[config.mk]
export PLATFORM = sky130hd
export DESIGN_NAME = operand_address_generator
export DESIGN_NICKNAME = d
export VERILOG_FILES = /design/src/addr_gen_pkg.sv /design/src/operand_address_generator.sv
export SDC_FILE = /design/constraint.sdc
export NUM_CORES = 1
export LEC_CHECK = 0
export BUFFER_PORTS_ARGS = -buffer_cell sky130_fd_sc_hd__buf_2
export CAP_MARGIN = 5
export CORE_AREA = 2 2 121 123
export DETAILED_ROUTE_END_ITERATION = 8
export DIE_AREA = 0 0 123 125
export PLACE_DENSITY = 0.52
export SETUP_SLACK_MARGIN = 0.2
export SLEW_MARGIN = 25
export SYNTH_ARGS = -nofsm -noshare
export SYNTH_HDL_FRONTEND = slang
export SYNTH_SLANG_ARGS = --single-unit
[constraint.sdc]
create_clock -name clk_in -period 3.68 [get_ports clk_in]
set_input_delay 0.184 -clock clk_in [delete_from_list [all_inputs] [get_ports clk_in]]
set_output_delay 0.184 -clock clk_in [all_outputs]
set_load 0.01 [all_outputs]
[src/addr_gen_pkg.sv]
// Purpose: Constants and carrier types for the operand address generator.
// Assumes: 16-bit data space, 8-bit general registers in four banks.
// Notes:   Mode codes are one-hot.
package addr_gen_pkg;
   localparam logic [15:0] SHORT_BASE_LOW   = 16'hFE00;
   localparam logic [7:0]  SHORT_WRAP_LIMIT = 8'h1F;
   localparam logic [7:0]  SFR_PAGE         = 8'hFF;
   localparam logic [7:0]  SFR_HOLE_LOW     = 8'hD0;
   localparam logic [7:0]  SFR_HOLE_HIGH    = 8'hDF;
   localparam logic [15:0] HSRAM_LOW        = 16'hFE00;
   localparam logic [15:0] HSRAM_HIGH       = 16'hFEFF;
   localparam logic [15:0] SHORT_WIN_LOW    = 16'hFE20;
   localparam logic [15:0] SHORT_WIN_HIGH   = 16'hFF1F;
   localparam int          SHORT_BIT8       = 8;

   typedef enum logic [5:0] {
      MODE_SHORT    = 6'h01,
      MODE_SFR      = 6'h02,
      MODE_INDIRECT = 6'h04,
      MODE_BASED    = 6'h08,
      MODE_INDEXED  = 6'h10,
      MODE_STACK    = 6'h20
   } addr_mode_t;

   // One bank of general registers as eight bytes.
   typedef struct packed {
      logic [7:0] h;
      logic [7:0] l;
      logic [7:0] d;
      logic [7:0] e;
      logic [7:0] b;
      logic [7:0] c;
      logic [7:0] a;
      logic [7:0] x;
   } reg_bank_t;

   typedef struct packed {
      addr_mode_t mode;
      logic [7:0] imm;
      logic       use_second_pair;
      logic       index_high;
      logic       wide;
      logic       stack_op;
   } addr_req_t;

   typedef struct packed {
      logic        valid;
      logic [15:0] addr;
      logic        fault;
   } addr_rsp_t;
endpackage

[src/operand_address_generator.sv]
// Purpose: Forms operand effective addresses for the core each clock.
// Assumes: Request is a level valid for one cycle; answer follows one edge later.
// Notes:   Illegal SFR/stack targets raise fault and suppress valid.
//
// Summary of operation
// - Short direct bit 8 set for 00H-1FH only.
// - Short direct spans FE20H through FF1FH.
// - SFR mode reaches FF00H-FFCFH and FFE0H-FFFFH.
// - FF00H-FF1FH reachable by short direct too.
// - Wide SFR operands need even addresses.
// - Indirect uses selected bank pointer pair.
// - Based adds zero-extended byte, carry dropped.
// - Based indexed adds B or C, carry dropped.
// - Pointer modes reach the whole space.
// - Stack accesses address from stack pointer.
// - Stack confined to internal high-speed RAM.
`timescale 1ns/10ps
`default_nettype none
module operand_address_generator
   import addr_gen_pkg::*;
(
   input  wire logic             clk_in,
   input  wire logic             sys_rst_in,
   input  wire logic             req_valid_in,
   input  wire addr_req_t        req_in,
   input  wire logic             bank_select_bit_low_in,
   input  wire logic             bank_select_bit_high_in,
   input  wire reg_bank_t [3:0]  banks_in,
   input  wire logic [15:0]      stack_top_pointer_in,
   output logic                  addr_valid_out,
   output logic [15:0]           addr_out,
   output logic                  addr_fault_out,
   output logic                  stack_access_out
);
   wire logic [1:0]  bank_sel;
   wire reg_bank_t   bank;
   wire logic [15:0] base_pointer_pair;
   wire logic [15:0] second_pointer_pair;
   wire logic [15:0] short_addr;
   wire logic [15:0] sfr_addr;
   wire logic [15:0] based_addr;
   wire logic [15:0] indexed_addr;
   wire logic [7:0]  index_byte;
   wire logic        sfr_bad;
   wire logic        stack_bad;
   logic [15:0]      addr_nxt;
   logic             fault_nxt;

   assign bank_sel            = {bank_select_bit_high_in, bank_select_bit_low_in};
   assign bank                = banks_in[bank_sel];
   assign base_pointer_pair   = {bank.h, bank.l};
   assign second_pointer_pair = {bank.d, bank.e};
   // Upper byte FE or FF chosen by wrap, which also makes FF00H-FF1FH short-reachable.
   assign short_addr = SHORT_BASE_LOW | {7'h00, (req_in.imm <= SHORT_WRAP_LIMIT),
                                        req_in.imm};
   assign sfr_addr   = {SFR_PAGE, req_in.imm};
   assign sfr_bad    = ((req_in.imm >= SFR_HOLE_LOW) && (req_in.imm <= SFR_HOLE_HIGH))
                       || (req_in.wide && req_in.imm[0]);
   // Sixteen-bit sums wrap naturally, so the carry is simply lost.
   assign based_addr   = base_pointer_pair + {8'h00, req_in.imm};
   assign index_byte   = req_in.index_high ? bank.b : bank.c;
   assign indexed_addr = base_pointer_pair + {8'h00, index_byte};
   assign stack_bad    = (stack_top_pointer_in < HSRAM_LOW)
                         || (stack_top_pointer_in > HSRAM_HIGH);

   always_comb begin
      addr_nxt  = 16'h0000;
      fault_nxt = 1'b0;
      case (req_in.mode)
         MODE_SHORT:    addr_nxt = short_addr;
         MODE_SFR: begin
            addr_nxt  = sfr_addr;
            fault_nxt = sfr_bad;
         end
         MODE_INDIRECT: addr_nxt = req_in.use_second_pair ? second_pointer_pair
                                                          : base_pointer_pair;
         MODE_BASED:    addr_nxt = based_addr;
         MODE_INDEXED:  addr_nxt = indexed_addr;
         MODE_STACK: begin
            addr_nxt  = stack_top_pointer_in;
            fault_nxt = stack_bad;
         end
         default:       fault_nxt = 1'b1;
      endcase
   end

   always_ff @(posedge clk_in) begin
      if (sys_rst_in) begin
         addr_valid_out   <= 1'b0;
         addr_out         <= 16'h0000;
         addr_fault_out   <= 1'b0;
         stack_access_out <= 1'b0;
      end else begin
         addr_valid_out   <= req_valid_in && !fault_nxt;
         addr_out         <= addr_nxt;
         addr_fault_out   <= req_valid_in && fault_nxt;
         stack_access_out <= req_valid_in && (req_in.mode == MODE_STACK);
      end
   end

   // Bank taken straight from the flags, so the checks below do not lean on bank_sel.
   wire logic [1:0]  flag_bank;
   assign flag_bank = {bank_select_bit_high_in, bank_select_bit_low_in};
endmodule
`default_nettype wire

* Yosys cells after proc, flatten, opt, wreduce, memory -nomap -nowiden
Index checks and enable logic that the tools add are counted.
** Operators by class
- Order comparisons :: 6
- Reduce and logical (&&, ||, !) cells :: 9
- Add/subtract/negate cells :: 2
- Multiplexer cells :: 6
- Equal/unequal tests :: 6
** Operators by type and width (count)
- binary-select mux 64 bit (select 2 bit) :: 1
- case mux 16 bit (6 select lines) :: 1
- 2-to-1 mux 64 bit :: 1
- adder 16 x 8 -> 16 bit :: 2
- greater-than comparator 16 bit (second input constant) :: 1
- < comparator 16 bit (second input constant) :: 1
- 2-to-1 mux 16 bit :: 1
- greater-or-equal comparator 8 bit (second input constant) :: 1
- less-or-equal comparator 8 x 5 -> 1 bit (second input constant) :: 1
- less-or-equal comparator 8 bit (second input constant) :: 1
- 2-to-1 mux 8 bit :: 1
- == test 6 x 1 -> 1 bit (second input constant) :: 1
- == test 6 x 2 -> 1 bit (second input constant) :: 1
- == test 6 x 3 -> 1 bit (second input constant) :: 1
- == test 6 x 4 -> 1 bit (second input constant) :: 1
- == test 6 x 5 -> 1 bit (second input constant) :: 1
- == test 6 bit (second input constant) :: 1
- logical AND 1 bit :: 5
- OR reduction 4 bit :: 1
- < comparator 2 x 3 -> 1 bit (second input constant) :: 1
- case mux 1 bit (3 select lines) :: 1
- logical OR 1 bit :: 2
- logical NOT 1 bit :: 1
** Storage, ports and cells
- Output and inout port bits :: 19
- Input port bits :: 295
- Bits in registers :: 19

* Depth between registers and ports, before layout
- Word-level depth :: 6
- Mapped depth :: 14
- Mapped depth without buffers :: 12

* Worst setup path after synthesis
No wires, ideal clock.
- Path type :: input to register
- Start point :: in bank_select_bit_low_in
- End point :: reg addr_out[14]
- Path buffers :: 3
- Stages on the path :: 14
- Setup slack :: 0.003 ns
- Data arrival time :: 3.546 ns
- Cell sequence :: buf_6 > buf_2 > buf_2 > mux4_2 > mux2i_1 > o21ai_0 > ha_1 > fa_1 > a21oi_1 > o211ai_1 > o41ai_1 > and3b_1 > xnor2_1 > o22ai_1
** On the way
- Cells in the longest elaborated chain, start to end :: 5
- Elaborated cells between the ends (all ways) :: 7
- Classes of those cells :: 2 x add/sub; 5 x mux
** RTL lines
- start, declared :: line operand_address_generator.sv:26 : input wire logic bank_select_bit_low_in,
- binary-select mux 64 bit (select 2 bit) * :: line operand_address_generator.sv:50 : assign bank = banks_in[bank_sel];
- 2-to-1 mux 64 bit (not written as such) * :: line operand_address_generator.sv:50
- 2-to-1 mux 8 bit :: line operand_address_generator.sv:61 : assign index_byte = req_in.index_high ? bank.b : bank.c;
- adder 16 x 8 -> 16 bit :: line operand_address_generator.sv:62 : assign indexed_addr = base_pointer_pair + {8'h00, index_byte};
- case mux 16 bit (6 select lines) * :: line operand_address_generator.sv:69 : case (req_in.mode)
- end signal, assigned :: line operand_address_generator.sv:95 : addr_out <= addr_nxt;
- end, declared :: line operand_address_generator.sv:31 : output logic [15:0] addr_out,
Every way passes the cells marked *; elsewhere a longest branch is shown, timed or not. The select of a mux whose other input is x is not followed.
A chain may end at the register's enable or synchronous reset.

* Final worst setup path
Ends and elaborated chain as after synthesis.

==> flow_summary.yaml <==
run_status:
  outcome: "finished, final reports clean"
die:
  start_util_pct: 20.5
  rows: 44
  fp.dieH_um: 125
  fp.dieArea_sq_um: 15400
  die_w_um: 123
  core_region_area_sq_um: 14200
  ios: 314
timing:
  relSlewSlack_pct: 55.8
  worst_pin_slew_ns: 0.658
  setup_tns_ns: 0
  grt_setup_unrepaired: "false"
  setup_violations: 0
  period_minus_slack_ns: 3.19
  finalCritPeriodShare_pct: 86.8
  holdWs_ns: 0.198
  finalHoldViolCount: 0
  slew_violations: 0
  fmax_ghz: 0.313
  fin_ws_ns: 0.486
synth:
  synth_flop_cell: "dfxtp_1"
  netlist_area_sq_um: 2920
  ys_ff_latch: 19
  ys_types: 48
  synth_compound_area_share_pct: 16.9
  synth_mux_area_share_pct: 46.8
  synth_fa_ha_area_share_pct: 4.12
  synth_xor_area_share_pct: 3.30
  syn_avg_cell_area_sq_um: 10.6
  synth_largest_area_cell: "mux4_2"
  postSynth.asyncResetShare_pct: 0
  synthSimpleGateAreaFrac_pct: 11.8
  synthesis.instances: 274
  yosysWarnings: 0
  yosys.area.top_type_share_pct: 32.4
  syn_nets: 578
  synth_edf_count: 0
  synth_top_family_by_area: "multiplexers"
  synth_seq_area_share_pct: 13.0
  synthTopCellsByArea: "mux4_2 32%, dfxtp_1 13%, mux2_2 6.2%"
power_and_ir_drop:
  power_density_nw_per_um2: 204
  leakagePower_nw: 2.05
  ir_drop_v: 0.000123
clocking:
  numClockSinks: 19
  cts_buffers: 3
  post_cts_buffers: 0
  cts_resized: 0
  htree_num_levels: 1
  clockBufferDepth: 2
  clkTransAtPathRegs_ns: 0.06
  cts_tree: "built"
  cts_hold_buf: 0
  cts_root_buf: "clkbuf_16"
critical_path:
  critical_path_required_ns: 3.81
  start_kind: "primary input"
  cp.arrival_ns: 3.32
  crit_type: "in2reg"
  endpoint_kind: "flip-flop"
  cp_max_fo: 8
detailed_routing:
  top_layer_used: "met5"
  drt-total-wl_um: 12500
  route.met3.wl_um: 919
  remaining_drc_errors: 0
  routed-wl-met2_um: 5810
  ant_nets: 0
  wl_met1_um: 5650
  via_count: 3436
  drt-initial-drc-count: 209
  drt_pass1_iterations: 5
  route.detailed.vias_per_inst: 4.92
  avgRoutedWirePerCell_um: 17.9
place:
  placed_cell_area_sq_um: 4390
  dp_hpwl_um: 11000
  dp_slack_ns: 0.212
  port_buffers: 248
  gp_congestion: 0.890
  dp.cells: 695
grt:
  grt_antenna_before_repair: 1
  gr-usage-all-layers_pct: 15.7
  grt_pass1_wl_um: 18900
  grt_pass1_vias: 3628
  grt_max_degree: 27
  gr-total-overflow: 0
finish:
  seqCellArea_sq_um: 380
  final_common_cell: "buf_2"
  final_nets: 820
  final_area_sq_um: 4470
  stdcell_count: 699
  area_growth_pct: 53.4
  layout_common_cells: "248 x buf_2, 42 x mux4_2, 21 x nand2_1, 19 x dfxtp_1"
  drive_gt1_share_pct: 63.3
  fillers: 1529
  diodes: 0
  multiInputGateArea_sq_um: 2420
job:
  maxCapViolCount: 0
min_path:
  hold_path_class: "in2reg"
==> final timing paths <==
check	from	endpoint	slack, ns	depth (start not counted)
worst max-delay path	bank_select_bit_low_in	addr_out[14]$_SDFF_PP0_	0.49	12
worst min-delay path	stack_top_pointer_in[2]	addr_out[2]$_SDFF_PP0_	0.20	3
==> synthesized netlist by cell type, drive strengths merged, types with 7 or more instances <==
library cell,count
mux2i,8
dfxtp,19
o21ai,16
a222oi,8
mux4,48
buf,10
nor2,11
ha,8
mux2,16
nand2,22
a221oi,8
a21oi,14
xnor2,7
clkbuf,13
==> sequential cells by signal, indices dropped and copies added (netlist names) <==
name and flops:
addr_fault_out 1, addr_out 16, addr_valid_out 1, stack_access_out 1
==> area by class of cell <==
class	instances	area share, %
repair buffers	260	30.0
well taps	184	5.15
flip-flops and latches	19	8.50
clock buffers	3	1.68
multi-input cells	228	54.2
inverters	4	0.336
clock inverters	1	0.112
==> power by group <==
| part | total, mW | switching, mW | internal, mW |
|---|---|---|---|
| Sequential | 0.210 | 0.000767 | 0.209 |
| Combinational | 0.482 | 0.219 | 0.263 |
| Clock | 0.221 | 0.0759 | 0.146 |
==> critical path: stages <==
cell and delay, ns:
buf_2 0.26, mux4_2 0.55, mux2i_1 0.17, o21ai_0 0.11
ha_1 0.26, fa_1 0.41, a21oi_1 0.24, o211ai_1 0.20
o41ai_2 0.43, and3b_1 0.24, xnor2_1 0.15, o22ai_1 0.11
==> layer usage <==
metal / vias to the layer above / global-route usage (%)
li1: 1638 / -
met5: - / 0
met2: 179 / 26.0
met1: 1609 / 22.1
met3: 8 / 2.05
met4: 2 / 2.74
==> per-stage QoR <==
step / total power, mW / utilization [%]
after global routing: 0.973 / 31.5
after detailed placement: 0.698 / 30.9
after CTS: 0.920 / 31.5
after floorplan: 0.490 / -
after global placement: 0.691 / 30.9
final: 0.913 / 31.5
==> kinds of logic (layout without fill, tap and decap cells) <==
kind of cell	count (synthesis)	after routing
buffers and inverters	27	268
AND/OR/NAND/NOR	64	64
XOR/XNOR	11	11
multiplexers	72	72
flip-flops	19	19
adder cells (fa/ha/maj)	9	9
AO/OA/AOI/OAI	72	72
Power figures use the tool's default switching activity.
